$ cat config.mk
export PLATFORM = sky130hd
export DESIGN_NAME = ppslc_phy_mgmt
export DESIGN_NICKNAME = d
export VERILOG_FILES = /design/src/core/ppslc_phy_mgmt_unused.sv /design/src/include/ppslc_pkg.sv /design/src/core/ppslc_mdio_slave.sv /design/src/core/ppslc_phy_mgmt.sv
export SDC_FILE = /design/constraint.sdc
export NUM_CORES = 1
export LEC_CHECK = 0
export BUFFER_PORTS_ARGS = -buffer_cell sky130_fd_sc_hd__buf_2
export CAP_MARGIN = 20
export CORE_ASPECT_RATIO = 0.9
export CORE_MARGIN = 4
export CORE_UTILIZATION = 60
export DETAILED_ROUTE_END_ITERATION = 10
export GPL_ROUTABILITY_DRIVEN = 0
export GPL_TIMING_DRIVEN = 1
export MAX_ROUTING_LAYER = met4
export PLACE_DENSITY = 0.75
export SYNTH_ARGS = -nofsm -noshare
export SYNTH_HDL_FRONTEND = slang
export SYNTH_SLANG_ARGS = --single-unit
$ cat constraint.sdc
create_clock -name clk_i -period 2.81 [get_ports clk_i]
set_clock_uncertainty 0.2 [all_clocks]
set_input_delay 0.7025 -clock clk_i [delete_from_list [all_inputs] [get_ports clk_i]]
set_output_delay 0.7025 -clock clk_i [all_outputs]
set_load 0.05 [all_outputs]
$ cat src/core/ppslc_phy_mgmt_unused.sv
`timescale 1ns/1ps

$ cat src/include/ppslc_pkg.sv
package ppslc_pkg;

    ////////////////////////////////////////////////////////////////////////
    // Clock rate and deep power-down timing.
    localparam longint unsigned CLK_HZ = 64'h0000_0000_0773_5940;
    localparam longint unsigned DPD_TIME_S = 64'h0000_0000_0000_0020;
    localparam logic [31:0] DPD_CYCLES = 32'(DPD_TIME_S * CLK_HZ);

    ////////////////////////////////////////////////////////////////////////
    // Management register addresses.
    localparam logic [4:0] REG_CONTROL = 5'h00;
    localparam logic [4:0] REG_STATUS = 5'h01;
    localparam logic [4:0] REG_ID_HIGH = 5'h02;
    localparam logic [4:0] REG_ID_LOW = 5'h03;
    localparam logic [4:0] REG_ADVERT = 5'h04;
    localparam logic [4:0] REG_PARTNER = 5'h05;
    localparam logic [4:0] REG_EXPANSION = 5'h06;
    localparam logic [4:0] REG_NP_TX = 5'h07;
    localparam logic [4:0] REG_NP_PARTNER = 5'h08;
    localparam logic [4:0] REG_RSVD_FIRST = 5'h09;
    localparam logic [4:0] REG_RSVD_LAST = 5'h0F;
    localparam logic [4:0] REG_LED_CFG = 5'h14;
    localparam logic [4:0] REG_PD_SEL = 5'h18;

    ////////////////////////////////////////////////////////////////////////
    // Control register bit positions, write mask and reset value.
    localparam int CTL_RESET = 15;
    localparam int CTL_LOOPBACK = 14;
    localparam int CTL_SPEED = 13;
    localparam int CTL_ANEN = 12;
    localparam int CTL_LOWPWR = 11;
    localparam int CTL_ISOLATE = 10;
    localparam int CTL_ANRST = 9;
    localparam int CTL_DUPLEX = 8;
    localparam logic [15:0] CTL_RW_MASK = 16'h7D80;
    localparam logic [15:0] CTL_RESET_VAL = 16'h3100;

    ////////////////////////////////////////////////////////////////////////
    // Status and identifier values; identifier codes are arbitrary.
    localparam int STS_LINK = 2;
    localparam logic [15:0] STS_FIXED = 16'h7809;
    localparam logic [15:0] ID_HIGH_VAL = 16'h0A5A;
    localparam logic [15:0] ID_LOW_VAL = 16'hC3C0;
    localparam logic [15:0] ADVERT_RESET = 16'h0000;
    localparam logic [15:0] NP_TX_RESET = 16'h0000;

    ////////////////////////////////////////////////////////////////////////
    // Indicator configuration and section select fields.
    localparam int LED_SEL_W = 3;
    localparam int LED0_SEL_LSB = 0;
    localparam int LED1_SEL_LSB = 4;
    localparam logic [15:0] LED_CFG_RESET = 16'h0010;
    localparam int PD_SEL_LSB = 4;
    localparam int PD_SEL_W = 5;
    localparam logic [15:0] PD_SEL_RESET = 16'h01F0;

    ////////////////////////////////////////////////////////////////////////
    // Management frame layout.
    localparam logic [5:0] PRE_ONES = 6'h20;
    localparam logic [5:0] HDR_LAST = 6'h0B;
    localparam logic [5:0] DATA_LAST = 6'h0F;
    localparam int HDR_OP_LSB = 10;
    localparam int HDR_PHY_LSB = 5;
    localparam logic [1:0] OP_READ = 2'h2;
    localparam logic [1:0] OP_WRITE = 2'h1;

    ////////////////////////////////////////////////////////////////////////
    // Types.
    typedef enum logic [2:0] {LED_LINK, LED_ACT, LED_TX, LED_RX, LED_SPEED, LED_DUPLEX} ppslc_led_src_e;

    typedef struct packed {
        logic valid;
        logic [4:0] addr;
        logic [15:0] data;
    } ppslc_req_s;

    typedef struct packed {
        logic loopback;
        logic speed_100;
        logic autoneg_en;
        logic low_power;
        logic isolate;
        logic full_duplex;
        logic an_restart;
        logic soft_reset;
    } ppslc_ctrl_s;

endpackage

$ cat src/core/ppslc_mdio_slave.sv
`timescale 1ns/1ps
module ppslc_mdio_slave (
    // Clock and reset
    input logic clk_i,
    input logic reset_n_i,
    // Management pins
    input logic mdc_i,
    input logic mdio_i,
    output logic mdio_o,
    output logic mdio_oe_o,
    // Register side
    input logic [4:0] phy_addr_i,
    input logic [15:0] rd_data_i,
    output ppslc_pkg::ppslc_req_s req_o
);

    typedef enum logic [2:0] {ST_PRE, ST_START, ST_HDR, ST_TA, ST_DATA} ppslc_mdio_st_e;

    ppslc_mdio_st_e state_reg;
    logic [2:0] mdc_sync_reg;
    logic [1:0] mdio_sync_reg;
    logic [5:0] cnt_reg;
    logic [15:0] shift_reg;
    logic rd_reg;
    logic bit_edge;
    logic bit_val;
    logic [11:0] hdr;
    logic [1:0] hdr_op;

    ////////////////////////////////////////////////////////////////////////
    // Both pins pass two flip-flops; the third stage only finds the edge.
    always_ff @(posedge clk_i) begin
        mdc_sync_reg <= {mdc_sync_reg[1:0], mdc_i};
        mdio_sync_reg <= {mdio_sync_reg[0], mdio_i};
    end

    // A bit is taken on each rising edge of the management clock.
    assign bit_edge = mdc_sync_reg[1] & ~mdc_sync_reg[2];
    assign bit_val = mdio_sync_reg[1];
    assign hdr = {shift_reg[10:0], bit_val};
    assign hdr_op = hdr[ppslc_pkg::HDR_OP_LSB +: 2];

    ////////////////////////////////////////////////////////////////////////
    // Frame engine: preamble, start, header, turnaround and data.
    always_ff @(posedge clk_i) begin
        if (!reset_n_i) begin
            state_reg <= ST_PRE;
            cnt_reg <= 6'h00;
            shift_reg <= 16'h0000;
            rd_reg <= 1'h0;
            mdio_o <= 1'h0;
            mdio_oe_o <= 1'h0;
            req_o <= '0;
        end else begin
            req_o.valid <= 1'h0;
            if (bit_edge) begin
                unique case (state_reg)
                    ST_PRE: begin
                        if (bit_val) begin
                            if (cnt_reg != ppslc_pkg::PRE_ONES) begin
                                cnt_reg <= cnt_reg + 6'h01;
                            end
                        end else if (cnt_reg == ppslc_pkg::PRE_ONES) begin
                            state_reg <= ST_START;
                        end else begin
                            cnt_reg <= 6'h00;
                        end
                    end
                    ST_START: begin
                        cnt_reg <= 6'h00;
                        state_reg <= bit_val ? ST_HDR : ST_PRE;
                    end
                    ST_HDR: begin
                        shift_reg <= {shift_reg[14:0], bit_val};
                        cnt_reg <= cnt_reg + 6'h01;
                        if (cnt_reg == ppslc_pkg::HDR_LAST) begin
                            cnt_reg <= 6'h00;
                            // Frames for another address or with a bad opcode are dropped.
                            if (hdr[ppslc_pkg::HDR_PHY_LSB +: 5] == phy_addr_i &&
                                (hdr_op == ppslc_pkg::OP_READ || hdr_op == ppslc_pkg::OP_WRITE)) begin
                                state_reg <= ST_TA;
                                rd_reg <= (hdr_op == ppslc_pkg::OP_READ);
                                req_o.addr <= hdr[4:0];
                            end else begin
                                state_reg <= ST_PRE;
                            end
                        end
                    end
                    ST_TA: begin
                        cnt_reg <= cnt_reg + 6'h01;
                        if (cnt_reg == 6'h00) begin
                            mdio_oe_o <= rd_reg;
                            mdio_o <= 1'h0;
                        end else begin
                            state_reg <= ST_DATA;
                            cnt_reg <= 6'h00;
                            if (rd_reg) begin
                                mdio_o <= rd_data_i[15];
                                shift_reg <= {rd_data_i[14:0], 1'h0};
                            end
                        end
                    end
                    ST_DATA: begin
                        cnt_reg <= cnt_reg + 6'h01;
                        if (rd_reg) begin
                            mdio_o <= shift_reg[15];
                            shift_reg <= {shift_reg[14:0], 1'h0};
                        end else begin
                            shift_reg <= {shift_reg[14:0], bit_val};
                        end
                        if (cnt_reg == ppslc_pkg::DATA_LAST) begin
                            state_reg <= ST_PRE;
                            cnt_reg <= 6'h00;
                            mdio_oe_o <= 1'h0;
                            mdio_o <= 1'h0;
                            req_o.valid <= ~rd_reg;
                            req_o.data <= {shift_reg[14:0], bit_val};
                        end
                    end
                endcase
            end
        end
    end

endmodule

$ cat src/core/ppslc_phy_mgmt.sv
// Operation
// - Enter power-down after 32 s idle.
// - Power-down gates only selected internal sections.
// - Indicator configuration register picks each event.
// - Events: link, activity, transmit, receive, speed, duplex.
// - Pins are inputs in reset, sampled at exit.
// - Software reset leaves pins driven, not resampled.
// - Management address comes from sampled pin levels.
// - Indicator asserted level inverts the sampled level.
// - Address zero tri-states the MAC interface.
// - Register map: basic, extended, reserved, vendor.
// - Isolate bit detaches MAC interface; strap default.
`timescale 1ns/1ps
module ppslc_phy_mgmt #(
    parameter logic [31:0] DPD_CYCLES = ppslc_pkg::DPD_CYCLES
) (
    // Clock and reset
    input logic clk_i,
    input logic reset_n_i,
    // Management pins
    input logic mdc_i,
    input logic mdio_i,
    output logic mdio_o,
    output logic mdio_oe_o,
    // Multi-function strap and indicator pins
    input logic strap_indicator_zero_i,
    output logic strap_indicator_zero_o,
    output logic strap_indicator_zero_oe_o,
    input logic strap_indicator_one_i,
    output logic strap_indicator_one_o,
    output logic strap_indicator_one_oe_o,
    // Link and MAC activity
    input logic link_up_i,
    input logic tx_enable_i,
    input logic rx_active_i,
    // Control and power outputs
    output ppslc_pkg::ppslc_ctrl_s ctrl_o,
    output logic [4:0] phy_addr_o,
    output logic rmii_oe_o,
    output logic deep_power_down_o,
    output logic [4:0] section_off_o
);

    // The idle timer compares against DPD_CYCLES - 1, so one cycle is too short to serve.
    if (DPD_CYCLES < 32'h0000_0002) begin : g_bad_dpd
        $error("DPD_CYCLES must be at least two");
    end

    ppslc_pkg::ppslc_req_s req;
    logic [15:0] rd_data_reg;
    logic [15:0] ctrl_reg;
    logic [15:0] advert_reg;
    logic [15:0] np_tx_reg;
    logic [15:0] led_cfg_reg;
    logic [15:0] pd_sel_reg;
    logic [1:0] strap_meta_reg;
    logic [1:0] strap_sync_reg;
    logic [1:0] strap_val_reg;
    logic strap_done_reg;
    logic strap_oe_reg;
    logic [1:0] led_reg;
    logic [1:0] led_ev;
    logic tx_meta_reg;
    logic tx_sync_reg;
    logic [31:0] idle_cnt_reg;
    logic idle_cond;
    logic wr_ctrl;
    logic sw_rst;
    logic [4:0] pd_sel_w;

    ////////////////////////////////////////////////////////////////////////
    // Management frame engine.
    ppslc_mdio_slave u_mdio (
        .clk_i(clk_i),
        .reset_n_i(reset_n_i),
        .mdc_i(mdc_i),
        .mdio_i(mdio_i),
        .mdio_o(mdio_o),
        .mdio_oe_o(mdio_oe_o),
        .phy_addr_i(phy_addr_o),
        .rd_data_i(rd_data_reg),
        .req_o(req)
    );

    // Decoded write strobes.
    assign wr_ctrl = req.valid && req.addr == ppslc_pkg::REG_CONTROL;
    assign sw_rst = wr_ctrl && req.data[ppslc_pkg::CTL_RESET];
    assign pd_sel_w = pd_sel_reg[ppslc_pkg::PD_SEL_LSB +: ppslc_pkg::PD_SEL_W];

    ////////////////////////////////////////////////////////////////////////
    // Pin synchronisers run through reset so the strap is settled at release.
    always_ff @(posedge clk_i) begin
        strap_meta_reg <= {strap_indicator_one_i, strap_indicator_zero_i};
        strap_sync_reg <= strap_meta_reg;
        tx_meta_reg <= tx_enable_i;
        tx_sync_reg <= tx_meta_reg;
    end

    // Straps are caught once, on the first edge after hardware reset.
    always_ff @(posedge clk_i) begin
        if (!reset_n_i) begin
            strap_done_reg <= 1'h0;
            strap_val_reg <= 2'h0;
            phy_addr_o <= 5'h00;
        end else if (!strap_done_reg) begin
            strap_done_reg <= 1'h1;
            strap_val_reg <= strap_sync_reg;
            phy_addr_o <= {3'h0, strap_sync_reg};
        end
    end

    // Pins stay inputs through hardware reset and the strap capture edge, and drive from the edge after that.
    always_ff @(posedge clk_i) begin
        if (!reset_n_i) begin
            strap_oe_reg <= 1'h0;
        end else begin
            strap_oe_reg <= strap_done_reg;
        end
    end

    assign strap_indicator_zero_oe_o = strap_oe_reg;
    assign strap_indicator_one_oe_o = strap_oe_reg;

    ////////////////////////////////////////////////////////////////////////
    // Event chosen for each indicator; unused codes keep it off.
    function automatic logic led_event(input logic [2:0] sel, input logic lnk, input logic tx,
                                       input logic rx, input logic spd, input logic dpx);
        case (ppslc_pkg::ppslc_led_src_e'(sel))
            ppslc_pkg::LED_LINK: led_event = lnk;
            ppslc_pkg::LED_ACT: led_event = tx | rx;
            ppslc_pkg::LED_TX: led_event = tx;
            ppslc_pkg::LED_RX: led_event = rx;
            ppslc_pkg::LED_SPEED: led_event = spd;
            ppslc_pkg::LED_DUPLEX: led_event = dpx;
            default: led_event = 1'h0;
        endcase
    endfunction

    for (genvar i = 0; i < 2; i++) begin : g_led
        localparam int SEL_LSB = (i == 0) ? ppslc_pkg::LED0_SEL_LSB : ppslc_pkg::LED1_SEL_LSB;
        // Selected event for this indicator.
        assign led_ev[i] = led_event(led_cfg_reg[SEL_LSB +: ppslc_pkg::LED_SEL_W], link_up_i, tx_sync_reg,
                                     rx_active_i, ctrl_reg[ppslc_pkg::CTL_SPEED],
                                     ctrl_reg[ppslc_pkg::CTL_DUPLEX]);
    end

    // An asserted event drives the opposite of the sampled strap level.
    always_ff @(posedge clk_i) begin
        if (!reset_n_i) begin
            led_reg <= 2'h0;
        end else begin
            led_reg <= led_ev ^ strap_val_reg;
        end
    end

    assign strap_indicator_zero_o = led_reg[0];
    assign strap_indicator_one_o = led_reg[1];

    ////////////////////////////////////////////////////////////////////////
    // Control register; reset and restart bits are pulses and read zero.
    always_ff @(posedge clk_i) begin
        if (!reset_n_i) begin
            ctrl_reg <= ppslc_pkg::CTL_RESET_VAL;
        end else if (sw_rst) begin
            ctrl_reg <= ppslc_pkg::CTL_RESET_VAL;
            ctrl_reg[ppslc_pkg::CTL_ISOLATE] <= strap_val_reg[1];
        end else if (wr_ctrl) begin
            ctrl_reg <= req.data & ppslc_pkg::CTL_RW_MASK;
        end else if (!strap_done_reg) begin
            ctrl_reg[ppslc_pkg::CTL_ISOLATE] <= strap_sync_reg[1];
        end
    end

    // Decoded control outputs, with the two one-cycle action pulses.
    always_ff @(posedge clk_i) begin
        if (!reset_n_i) begin
            ctrl_o <= '0;
        end else begin
            ctrl_o.loopback <= ctrl_reg[ppslc_pkg::CTL_LOOPBACK];
            ctrl_o.speed_100 <= ctrl_reg[ppslc_pkg::CTL_SPEED];
            ctrl_o.autoneg_en <= ctrl_reg[ppslc_pkg::CTL_ANEN];
            ctrl_o.low_power <= ctrl_reg[ppslc_pkg::CTL_LOWPWR];
            ctrl_o.isolate <= ctrl_reg[ppslc_pkg::CTL_ISOLATE];
            ctrl_o.full_duplex <= ctrl_reg[ppslc_pkg::CTL_DUPLEX];
            ctrl_o.an_restart <= wr_ctrl && !sw_rst && req.data[ppslc_pkg::CTL_ANRST];
            ctrl_o.soft_reset <= sw_rst;
        end
    end

    // Other writable registers; a software reset restores their defaults.
    always_ff @(posedge clk_i) begin
        if (!reset_n_i || sw_rst) begin
            advert_reg <= ppslc_pkg::ADVERT_RESET;
            np_tx_reg <= ppslc_pkg::NP_TX_RESET;
            led_cfg_reg <= ppslc_pkg::LED_CFG_RESET;
            pd_sel_reg <= ppslc_pkg::PD_SEL_RESET;
        end else if (req.valid) begin
            case (req.addr)
                ppslc_pkg::REG_ADVERT: advert_reg <= req.data;
                ppslc_pkg::REG_NP_TX: np_tx_reg <= req.data;
                ppslc_pkg::REG_LED_CFG: led_cfg_reg <= req.data;
                ppslc_pkg::REG_PD_SEL: pd_sel_reg <= req.data;
                default: ;
            endcase
        end
    end

    // Read data follows the frame address; unmapped words read zero.
    always_ff @(posedge clk_i) begin
        if (!reset_n_i) begin
            rd_data_reg <= 16'h0000;
        end else begin
            case (req.addr)
                ppslc_pkg::REG_CONTROL: rd_data_reg <= ctrl_reg;
                ppslc_pkg::REG_STATUS: rd_data_reg <= ppslc_pkg::STS_FIXED | {13'h0000, link_up_i, 2'h0};
                ppslc_pkg::REG_ID_HIGH: rd_data_reg <= ppslc_pkg::ID_HIGH_VAL;
                ppslc_pkg::REG_ID_LOW: rd_data_reg <= ppslc_pkg::ID_LOW_VAL;
                ppslc_pkg::REG_ADVERT: rd_data_reg <= advert_reg;
                ppslc_pkg::REG_NP_TX: rd_data_reg <= np_tx_reg;
                ppslc_pkg::REG_LED_CFG: rd_data_reg <= led_cfg_reg;
                ppslc_pkg::REG_PD_SEL: rd_data_reg <= pd_sel_reg;
                default: rd_data_reg <= 16'h0000;
            endcase
        end
    end

    ////////////////////////////////////////////////////////////////////////
    // MAC interface drives only with a nonzero address and no isolation.
    always_ff @(posedge clk_i) begin
        if (!reset_n_i) begin
            rmii_oe_o <= 1'h0;
        end else begin
            rmii_oe_o <= strap_done_reg && phy_addr_o != 5'h00 && !ctrl_reg[ppslc_pkg::CTL_ISOLATE];
        end
    end

    // Idle timer; any link or transmit activity restarts it and wakes up.
    assign idle_cond = !link_up_i && !tx_sync_reg;

    always_ff @(posedge clk_i) begin
        if (!reset_n_i || !idle_cond) begin
            idle_cnt_reg <= 32'h0000_0000;
            deep_power_down_o <= 1'h0;
        end else if (idle_cnt_reg == DPD_CYCLES - 32'h0000_0001) begin
            deep_power_down_o <= 1'h1;
        end else begin
            idle_cnt_reg <= idle_cnt_reg + 32'h0000_0001;
        end
    end

    // Only selected sections are switched off while powered down.
    always_ff @(posedge clk_i) begin
        if (!reset_n_i) begin
            section_off_o <= 5'h00;
        end else begin
            section_off_o <= deep_power_down_o ? pd_sel_w : 5'h00;
        end
    end
endmodule

Word level (Yosys, flattened, before mapping)
Index checks and enable logic that the tools add are counted.
Widths: inputs -> output; s select.
{ "totals": {"register_bits": 201, "inputBits": 9, "out_inout_bits": 26, "wordCells": 161} }
{ "op_classes": {"n_addsub": 2, "eq_ne": 41, "mux": 35, "bitwise_logic": 6, "n_reduce_logical": 39} }
{ "ops": {"columns": ["op", "n"], "rows": [
  ["$pmux 16 s8", 1],
  ["$pmux 16 s3", 1],
  ["$mux 6", 6],
  ["$add 32x1->32 const B", 1],
  ["$eq 32x32->1 const B", 1],
  ["$mux 16", 2],
  ["$pmux 6 s5", 1],
  ["$reduce_and 4->1", 5],
  ["$eq 3x2->1 const B", 6],
  ["$eq 3x3->1 const B", 5],
  ["$mux 3", 5],
  ["$pmux 3 s5", 1],
  ["$eq 6x4->1 const B", 2],
  ["$pmux 1 s6", 2],
  ["$mux 11", 1],
  ["$eq 5x2->1 const B", 2],
  ["$eq 5x3->1 const B", 2],
  ["$eq 5x5->1 const B", 2],
  ["$mux 1", 10],
  ["$ne 2x1->1 const B", 5],
  ["$reduce_and 2->1", 5],
  ["$eq 3x1->1 const B", 3],
  ["$logic_not 3->1", 3],
  ["$mux 9", 1],
  ["other kinds (28)", 50]
]} }

Depth between registers and ports, before layout
Gate-level depths: netlist of the first run.
{ "depth": {"depth_word": 6, "ltp_mapped": 9, "ltp_nobuf": 7} }

Cells and area by module
A second synthesis of the first run with hierarchy kept.
{ "hier_totals": {"cells_unflattened": 966, "area_unflattened_um2": 8593.2} }
{ "modules_own_cells": {"columns": ["module", "n_inst", "cells_each", "area_each_um2", "seq_area_each_um2"], "rows": [
  ["ppslc_phy_mgmt", 1, 699, 5943.2, 2922.8],
  ["ppslc_mdio_slave", 1, 267, 2650.0, 1101.1]
]} }

Worst setup path after synthesis of the first run
No wires, ideal clock.
{ "synth_timing": {"path_type": "input-to-reg", "from": "in reset_n_i", "to": "reg idle_cnt_reg[11]", "setup_ps": 58, "t_arrival_ps": 1924, "t_required_ps": 2552, "path_slack_ps": 628, "stages": 7, "path_buffers": 2, "cell_sequence": "clkbuf_1 -> inv_1 -> nor3_1 -> clkbuf_1 -> nand2_1 -> a21oi_1 -> a31o_2"} }
{ "synth_between": {"elab_chain_len": 2} }
{ "synth_rtl": {"columns": ["item", "line", "source"], "rows": [
  ["start, declared", "ppslc_phy_mgmt.sv:19", "input logic reset_n_i,"],
  ["$logic_not 1->1", null, null],
  ["$logic_or 1x1->1", "ppslc_phy_mgmt.sv:241", "if (!reset_n_i || !idle_cond) begin"],
  ["end signal, assigned", "ppslc_phy_mgmt.sv:247", "idle_cnt_reg <= idle_cnt_reg + 32'h0000_0001;"],
  ["end, declared", "ppslc_phy_mgmt.sv:65", "logic [31:0] idle_cnt_reg;"]
]} }
No other way between the ends.
A chain may end at the register's enable or synchronous reset.

Worst setup path after layout of the first run
{ "layout_timing": {"from": "reg u_mdio.cnt_reg[0]", "to": "reg u_mdio.shift_reg[4]"} }
{ "layout_between": {"elab_chain_len": 3} }
{ "layout_rtl": {"columns": ["item", "line", "source"], "rows": [
  ["start, declared", "ppslc_mdio_slave.sv:22", "logic [5:0] cnt_reg;"],
  ["start signal, assigned", "ppslc_mdio_slave.sv:61", "cnt_reg <= cnt_reg + 6'h01;"],
  ["start signal, assigned", "ppslc_mdio_slave.sv:75", "cnt_reg <= cnt_reg + 6'h01;"],
  ["start signal, assigned", "ppslc_mdio_slave.sv:90", "cnt_reg <= cnt_reg + 6'h01;"],
  ["$logic_not 6->1", "ppslc_mdio_slave.sv:91", "if (cnt_reg == 6'h00) begin"],
  ["$ne 2x2->1 (no source line)", null, null],
  ["$reduce_and 4->1 (no source line)", null, null],
  ["end signal, assigned", "ppslc_mdio_slave.sv:99", "shift_reg <= {rd_data_i[14:0], 1'h0};"],
  ["end signal, assigned", "ppslc_mdio_slave.sv:107", "shift_reg <= {shift_reg[14:0], 1'h0};"],
  ["end signal, assigned", "ppslc_mdio_slave.sv:109", "shift_reg <= {shift_reg[14:0], bit_val};"],
  ["end, declared", "ppslc_mdio_slave.sv:23", "logic [15:0] shift_reg;"]
]} }
No other way between the ends.

==> flow_summary.toml, run 1 <==
[run_status]
outcome = "complete, no violations"

[sta]
max_freq_ghz = 0.413
period_needed_ns = 2.42
hold_violations = 0
setup_viol = 0
period_share_pct = 86.2
worstMarginPinSlew_ns = 0.775
slew_violations = 0
grt_setup_unrepaired = "false"
relSlewSlack_pct = 48.4
setup_tns_ns = 0
fin_worst_hold_slack_ns = 0.109

[critical_path]
worstSetupPathType = "reg -> reg"
path_max_fanout = 21
start_kind = "flop"
cp-end-kind = "flop"
worstPathArrival_ns = 2.63
reg2regPathDepth = 8
rr_endpoint = "u_mdio.shift_reg[4]$_SDFFE_PN0P_"
critical-path-max-stage-delay_ns = 0.51
required_ns = 3.01
cp_num_buf_inv = 2
crit_chain = "inv_1 > ha_1 > or4b_4 > o21ai_0 > a221oi_4 > buf_4 > nor2_1 > a311oi_1"
slowest_stage = "a221oi_4"
crit_family = "compound AO/OA/AOI/OAI gates"
r2r_slack_ns = 0.39
r2r-start = "u_mdio.cnt_reg[0]$_SDFFE_PN0P_"

[power]
combPwrFrac_pct = 2.6
p_sw_uw = 1230
pwr-share-clk_pct = 49.6
p_int_uw = 4820
total_power_uw = 6040
p_per_area_nw_per_um2 = 648
ir_worst_vdd_mv = 0.494
sequentialPowerShare_pct = 47.8
swShare_pct = 20.3
p_leak_uw = 0.00340

[cells_and_area]
diodes = 0
final_cell_count_no_fill = 1185
drive_gt1_share_pct = 10.8
layout_commonest_cell = "nand2_1"
regArea_um2 = 4020
nets = 1016
mostFrequentLayoutCells = "244 x nand2_1, 201 x dfxtp_1, 109 x a21oi_1"
area_delta_synth_final_pct = 12.9
multi_input_area_um2 = 3940
nFillCells = 1080
largest_reg_flops = 32
design_area_um2 = 9330

[synth]
ys_ff_latch = 201
synth_area_per_cell_um2 = 8.39
yosysUniqueCellTypes = 67
netlist_instances = 986
synthArstFlopShare_pct = 0
synth_edf_count = 0
netlist_area_um2 = 8270
synth_flop_cell = "dfxtp_1"
ys_warn_count = 0
yosysSeqAreaShare_pct = 48.7

[clocking]
cts-root-buf = "clkbuf_16"
htree_levels = 1
clkSlewWorstSetupHoldPaths_ns = 0.06
cts_tree = "built"
numClockSinks = 201
cts_setup_buffers = 0
post_cts_resized = 0
cts_hold_buf = 0
cts_buffer_depth = 3
clk-insertion-delay-late_ns = 0.50
cts_buffers = 20

[route]
ant_nets = 0
drc_errors = 0
wirelength_um = 21400
drt-initial-drc-count = 935
vias = 7263
wire_per_inst_um = 18.0
dr.pass1.iters = 5
vias_per_cell = 6.13

[placement]
hpwl_um = 14300
dpl.cell_count = 1148
port_buffers = 31
placed_cell_area_um2 = 8570

[worst_hold_path]
min_path_cells = 1
hold_end = "strap_meta_reg[0]$_DFF_P_"
hold_path.class = "in -> reg"
hold_start = "strap_indicator_zero_i"

[grt]
grt_max_degree = 48
grt_pass1_vias = 6497
grt_usage_pct = 27.5
grt_pass1_wl_um = 34600
antenna_found_initial = 0
grt_remaining_overflow = 0

[die]
die_area_um2 = 15700
io_pins = 35
die_width_um = 132
die_y_um = 119
core_um2 = 13400
num_rows = 40
start_util_pct = 61.6

[flow_run]
drv_cap = 0
[synthesized netlist by cell type, types with 12 or more instances]
| cell type | number | area, um2 |
|---|---|---|
| clkbuf_1 | 43 | 161 |
| mux2i_1 | 15 | 150 |
| nand3_1 | 22 | 110 |
| a22oi_1 | 19 | 143 |
| a21oi_1 | 109 | 546 |
| nand2_1 | 245 | 920 |
| dfxtp_1 | 201 | 4020 |
| nor3_1 | 12 | 60.1 |
| xnor2_1 | 17 | 149 |
| and3_1 | 23 | 144 |
| a311oi_1 | 14 | 123 |
| o21ai_0 | 14 | 70.1 |
| a31oi_1 | 14 | 87.6 |
| buf_2 | 12 | 60.1 |
| nand4_1 | 12 | 75.1 |
| nor2_1 | 62 | 233 |
| and2_1 | 15 | 93.8 |
[layout make-up]
| type | count | area share (%) |
|---|---|---|
| Sequential cell | 201 | 43.1 |
| Timing Repair Buffer | 60 | 4.13 |
| Multi-Input combinational cell | 712 | 42.2 |
| Inverter | 8 | 0.322 |
| Clock inverter | 7 | 1.72 |
| Tap cell | 168 | 2.25 |
| Clock buffer | 29 | 6.27 |
[worst max path at each step]
stage / from / end / slack, ns / cells past startpoint
after floorplan: reset_n_i / idle_cnt_reg[11]$_SDFFE_PP0P_ / 0.63 / 7
after global placement: u_mdio.cnt_reg[0]$_SDFFE_PN0P_ / u_mdio.shift_reg[8]$_SDFFE_PN0P_ / 0.36 / 8
after detailed placement: u_mdio.cnt_reg[0]$_SDFFE_PN0P_ / u_mdio.shift_reg[4]$_SDFFE_PN0P_ / 0.25 / 8
after CTS: u_mdio.cnt_reg[0]$_SDFFE_PN0P_ / u_mdio.shift_reg[4]$_SDFFE_PN0P_ / 0.22 / 8
after global routing: u_mdio.cnt_reg[0]$_SDFFE_PN0P_ / u_mdio.shift_reg[8]$_SDFFE_PN0P_ / 0.17 / 8
final: u_mdio.cnt_reg[0]$_SDFFE_PN0P_ / u_mdio.shift_reg[4]$_SDFFE_PN0P_ / 0.39 / 8
[cell families (layout without fill, tap and decap cells)]
logic type	Yosys count	count (layout)	share of synthesized area, %
flops	201	201	48.7
mux	15	15	1.82
simple gates	454	454	26.2
fa+ha+maj	5	5	0.726
xor+xnor	23	23	2.44
other cells	1	3	0.0454
compound gates	212	212	16.2
buf+inv	75	104	3.95
[worst reg2reg max path: stages, from the launching register on]
cell and delay (ns):
dfxtp_1 0.33, inv_1 0.08, ha_1 0.21, or4b_4 0.23, o21ai_0 0.13, a221oi_4 0.51, buf_4 0.33, nor2_1 0.07
a311oi_1 0.25
[layer usage]
metal	vias up	wire length, um	global-route usage, %
li1	3471	-	-
met1	3425	9550	39.4
met2	323	9450	41.2
met3	44	1950	4.01
met4	0	442	7.28
met5	-	0	-
[power groups by stage]
stage	sequential [uW]	combinational [uW]	clock, uW
2_1_floorplan	2970	86.2	0
3_3_place_gp	2950	153	0
3_5_place_dp	2950	154	0
4_1_cts	2890	155	3040
5_1_grt	2890	167	3160
6_report	2890	156	3000
[per-stage QoR]
step	setup slack (ns)	utilization, %
global placement	0.360	63.9
detailed placement	0.247	63.9
CTS	0.218	69.4
global route	0.171	69.6
finish	0.387	69.6
floorplan	0.628	-
Power figures use the tool's default switching activity.
==> inputs of run 2 (changes only) <==
--- a/config.mk
+++ b/config.mk
@@ -10,6 +10,7 @@
 export CORE_ASPECT_RATIO = 0.9
 export CORE_MARGIN = 4
 export CORE_UTILIZATION = 60
+export CTS_BUF_LIST = sky130_fd_sc_hd__clkbuf_2 sky130_fd_sc_hd__clkbuf_4 sky130_fd_sc_hd__clkbuf_8
 export DETAILED_ROUTE_END_ITERATION = 10
 export GPL_ROUTABILITY_DRIVEN = 0
 export GPL_TIMING_DRIVEN = 1
==> constraint.sdc (replaced) <==
create_clock -name clk_i -period 3.15 [get_ports clk_i]
set_clock_uncertainty 0.2 [all_clocks]
set_input_delay 0.7875 -clock clk_i [delete_from_list [all_inputs] [get_ports clk_i]]
set_output_delay 0.7875 -clock clk_i [all_outputs]
set_load 0.05 [all_outputs]
==> run 2 against run 1 <==
Die area unchanged. Sequential power decreased by 11%. Register-to-register slack better by 0.18 ns. Worst setup slack gained 0.18 ns. First-iteration DRC count is 20% lower. Via count down 2.8%. Total power is 21% lower. Critical endpoint is now advert_reg[7]$_SDFFE_PP0P_. Largest power group is now sequential cells.
==> flow_summary.toml, run 2 (synthesis gave the netlist of run 1 again) <==
[clocking]
post_cts_resized = 0
cts_buffer_depth = 3
clkSlewWorstSetupHoldPaths_ns = 0.06
cts-root-buf = "clkbuf_8"
cts_buffers = 31
htree_levels = 1
cts_tree = "built"
numClockSinks = 201
cts_setup_buffers = 0
clk-insertion-delay-late_ns = 0.55
cts_hold_buf = 0

[route]
dr.pass1.iters = 5
vias_per_cell = 5.98
wire_per_inst_um = 17.7
wirelength_um = 20900
drc_errors = 0
ant_nets = 0
drt-initial-drc-count = 748
vias = 7063

[critical_path]
r2r_slack_ns = 0.56
path_max_fanout = 18
worstSetupPathType = "reg -> reg"
rr_endpoint = "advert_reg[7]$_SDFFE_PP0P_"
r2r-start = "u_mdio.req_o[16]$_SDFFE_PN0P_"
cp-startpoint = "u_mdio.req_o[16]$_SDFFE_PN0P_"
cp-end-kind = "flop"
required_ns = 3.44
start_kind = "flop"
worstPathArrival_ns = 2.87
reg2regPathDepth = 5

[sta]
setup_tns_ns = 0
period_share_pct = 82.1
slew_violations = 0
hold_violations = 0
relSlewSlack_pct = 27.4
grt_setup_unrepaired = "false"
setup_viol = 0
max_freq_ghz = 0.387
worstMarginPinSlew_ns = 1.08
period_needed_ns = 2.59
fin_worst_hold_slack_ns = 0.127

[cells_and_area]
final_cell_count_no_fill = 1181
area_delta_synth_final_pct = 9.28
diodes = 0
layout_commonest_cell = "nand2_1"
largest_reg_flops = 32
nets = 1012
drive_gt1_share_pct = 11.0
mostFrequentLayoutCells = "244 x nand2_1, 201 x dfxtp_1, 109 x a21oi_1"

[die]
core_um2 = 13400
die_y_um = 119
die_area_um2 = 15700
io_pins = 35
num_rows = 40
die_width_um = 132
start_util_pct = 61.6

[power]
ir_worst_vdd_mv = 0.378
p_per_area_nw_per_um2 = 530
p_leak_uw = 0.00326

[placement]
port_buffers = 31
dpl.cell_count = 1134
hpwl_um = 13900

[grt]
antenna_found_initial = 0
grt_max_degree = 47
grt_remaining_overflow = 0
grt_pass1_wl_um = 34100
grt_pass1_vias = 6509
grt_usage_pct = 27.0

[worst_hold_path]
hold_path.class = "reg -> reg"
hold_end = "tx_sync_reg$_DFF_P_"
hold_start = "tx_meta_reg$_DFF_P_"
min_path_cells = 0

[run_status]
outcome = "complete, no violations"

[flow_run]
drv_cap = 0
run 2: per-stage QoR:
stage | area, um2 | worst slack, ns | utilization, % | power (uW)
after detailed placement | 8460 | 0.689 | 63.1 | 2770
after floorplan | 8280 | 0.883 | - | 2730
after CTS | 9030 | 0.676 | 67.4 | 4810
after global placement | 8460 | 0.699 | 63.1 | 2770
after global routing | 9030 | 0.454 | 67.4 | 4940
final | 9030 | 0.565 | 67.4 | 4790
run 2: worst max path at each step:
stage                                               end  slack [ns]
after floorplan           idle_cnt_reg[11]$_SDFFE_PP0P_        0.88
after global placement     idle_cnt_reg[3]$_SDFFE_PP0P_        0.70
after detailed placement   idle_cnt_reg[3]$_SDFFE_PP0P_        0.69
after CTS                    advert_reg[7]$_SDFFE_PP0P_        0.68
after global routing      idle_cnt_reg[31]$_SDFFE_PP0P_        0.45
final                        advert_reg[7]$_SDFFE_PP0P_        0.56
run 2: metal layers:
layer  up-vias  global-route usage, %  wire length, um
met2       235                   39.9             9020
met5         -                      -                0
met1      3329                   38.4             9900
met4         0                   8.27              562
met3        47                   4.31             1440
li1       3452                      -                -
run 2: power by group:
part	switching [uW]	internal [uW]
clock	943	1130
sequential	13.3	2560
combinational	101	34.8
total	1060	3730
run 2: final cells by class:
type / count / area, um2
clock inverter: 4 / 47.5
sequential: 201 / 4020
inverter: 8 / 30.0
fill: 1159 / 4380
clock buffer: 43 / 523
tap: 168 / 210
timing repair buffer: 45 / 273
multi-input combinational: 712 / 3930
run 2: worst max-delay path, cell delays in order (launching register included):
cell and delay, ns:
dfxtp_1 0.41, nor2_1 0.29, and3_1 0.69, and2_1 0.64
nand2_1 0.12, a21oi_1 0.16
==> inputs of run 3 (changes only) <==
==> constraint.sdc (replaced) <==
create_clock -name clk_i -period 2.7 [get_ports clk_i]
set_clock_uncertainty 0.2 [all_clocks]
set_input_delay 0.675 -clock clk_i [delete_from_list [all_inputs] [get_ports clk_i]]
set_output_delay 0.675 -clock clk_i [all_outputs]
set_load 0.05 [all_outputs]
==> run 3 against run 2 <==
Via count is 3.1% higher. Combinational power rose by 22%. Sequential power up 17%. Worst setup slack got worse by 0.35 ns. Fmax increased by 3.9%. Wire length grew 1.1%. Clock power grew 33%. Largest power group unchanged.
==> flow_summary.toml, run 3 (synthesis gave the netlist of run 1 again) <==
[sta]
max_freq_ghz = 0.402
period_needed_ns = 2.49
worstMarginPinSlew_ns = 0.732
setup_ws_ns = 0.211
grt_setup_unrepaired = "false"
slew_violations = 0
setup_viol = 0
hold_violations = 0
period_share_pct = 92.2
relSlewSlack_pct = 51.1

[die]
num_rows = 40
die_area_um2 = 15700
core_um2 = 13400
die_y_um = 119
die_width_um = 132
io_pins = 35
start_util_pct = 61.6

[route]
drc_errors = 0
wirelength_um = 21200
vias = 7285
vias_per_cell = 5.95
ant_nets = 0
wire_per_inst_um = 17.3
drt-initial-drc-count = 724
dr.pass1.iters = 5

[clocking]
cts_buffer_depth = 3
cts_tree = "built"
htree_levels = 1
clkSlewWorstSetupHoldPaths_ns = 0.06
cts-root-buf = "clkbuf_8"
numClockSinks = 201
cts_buffers = 31
clk-insertion-delay-late_ns = 0.56
cts_setup_buffers = 0

[power]
p_sw_uw = 1280
sequentialPowerShare_pct = 50.7
p_int_uw = 4650
p_leak_uw = 0.00351
ir_worst_vdd_mv = 0.448
total_power_uw = 5930
combPwrFrac_pct = 2.8
pwr-share-clk_pct = 46.6
p_per_area_nw_per_um2 = 628
swShare_pct = 21.6

[worst_hold_path]
hold_path.class = "in -> reg"

[critical_path]
path_max_fanout = 17
required_ns = 2.94
worstPathArrival_ns = 2.72
worstSetupPathType = "reg -> reg"
start_kind = "flop"
cp-end-kind = "flop"

[cells_and_area]
final_core_util_pct = 70.4
design_area_um2 = 9450
diodes = 0
layout_commonest_cell = "nand2_1"
area_delta_synth_final_pct = 14.2
multi_input_area_um2 = 3940
nFillCells = 1063
regArea_um2 = 4020
mostFrequentLayoutCells = "244 x nand2_1, 201 x dfxtp_1, 109 x a21oi_1"
nets = 1045
largest_reg_flops = 32
drive_gt1_share_pct = 14.5

[grt]
grt_remaining_overflow = 0
antenna_found_initial = 0
grt_pass1_vias = 6708
grt_max_degree = 52
grt_pass1_wl_um = 34700
grt_usage_pct = 27.5

[placement]
place_ws_ns = -0.0238
hpwl_um = 14600
port_buffers = 31
placed_cell_area_um2 = 8720

[flow_run]
drv_cap = 0

[run_status]
outcome = "complete, no violations"
==> run 3: changes by cell type in the layout (fill, tap and decap cells not counted), sizes merged <==
| cell | previous run | this run |
|---|---|---|
| clkinvlp | 1 | 0 |
| clkinv | 2 | 5 |
| clkbuf | 43 | 51 |
| buf | 45 | 77 |
| dlygate4sd3 | 0 | 1 |
==> run 3: path summary, 6_finish.rpt <==
check | from | to | slack, ns | cells past startpoint
max reg2reg | u_mdio.cnt_reg[0]$_SDFFE_PN0P_ | u_mdio.shift_reg[5]$_SDFFE_PN0P_ | 0.21 | 8
min | mdc_i | u_mdio.mdc_sync_reg[0]$_DFF_P_ | 0.04 | 1
max | u_mdio.cnt_reg[0]$_SDFFE_PN0P_ | u_mdio.shift_reg[5]$_SDFFE_PN0P_ | 0.21 | 8
min reg2reg | u_mdio.mdc_sync_reg[0]$_DFF_P_ | u_mdio.mdc_sync_reg[1]$_DFF_P_ | 0.13 | 0
==> run 3: power groups by stage <==
stage	Sequential, uW	Combinational [uW]	Clock [uW]
global route	3010	178	2950
finish	3010	166	2760
detailed placement	3070	164	0
floorplan	3100	89.7	0
global placement	3070	163	0
CTS	3010	165	2800
==> run 3: repair_timing <==
action | in CTS | in global routing
hold buffers | 1 | 0
endpoints found under the setup margin | 7 | 0
hold endpoints to repair | 1 | 0
resized for setup | 1 | 0
==> run 3: layout make-up <==
class                      count  area share (%)
clock inverter                 6           0.583
sequential                   201            42.6
clock buffer                  51            6.90
multi-input combinational    712            41.7
tap                          168            2.23
inverter                       8           0.318
timing repair buffer          78            5.67
==> run 3: worst max-delay path, cell delays in order, from the launching register on <==
cell and delay, ns:
dfxtp_1 0.33, inv_1 0.07, ha_1 0.20, or4b_4 0.21, o21ai_0 0.12, a221oi_4 0.62
buf_4 0.32, nor2_1 0.06, a311oi_1 0.25
==> run 3: per-stage QoR <==
stage / hold WS [ns] / std cells / setup TNS [ns]
2_1_floorplan: 0.110 / 988 / 0
3_3_place_gp: 0.110 / 1166 / 0
3_5_place_dp: 0.112 / 1166 / -0.0549
4_1_cts: 0.0149 / 1224 / 0
5_1_grt: 0.0111 / 1224 / 0
6_report: 0.0400 / 1224 / 0
==> run 3: per-layer routing <==
metal / vias to the layer above / wire length [um] / track usage (%)
li1: 3525 / - / -
met1: 3418 / 9490 / 38.7
met2: 294 / 9290 / 41.0
met3: 48 / 1950 / 5.03
met4: 0 / 426 / 7.74
met5: - / 0 / -
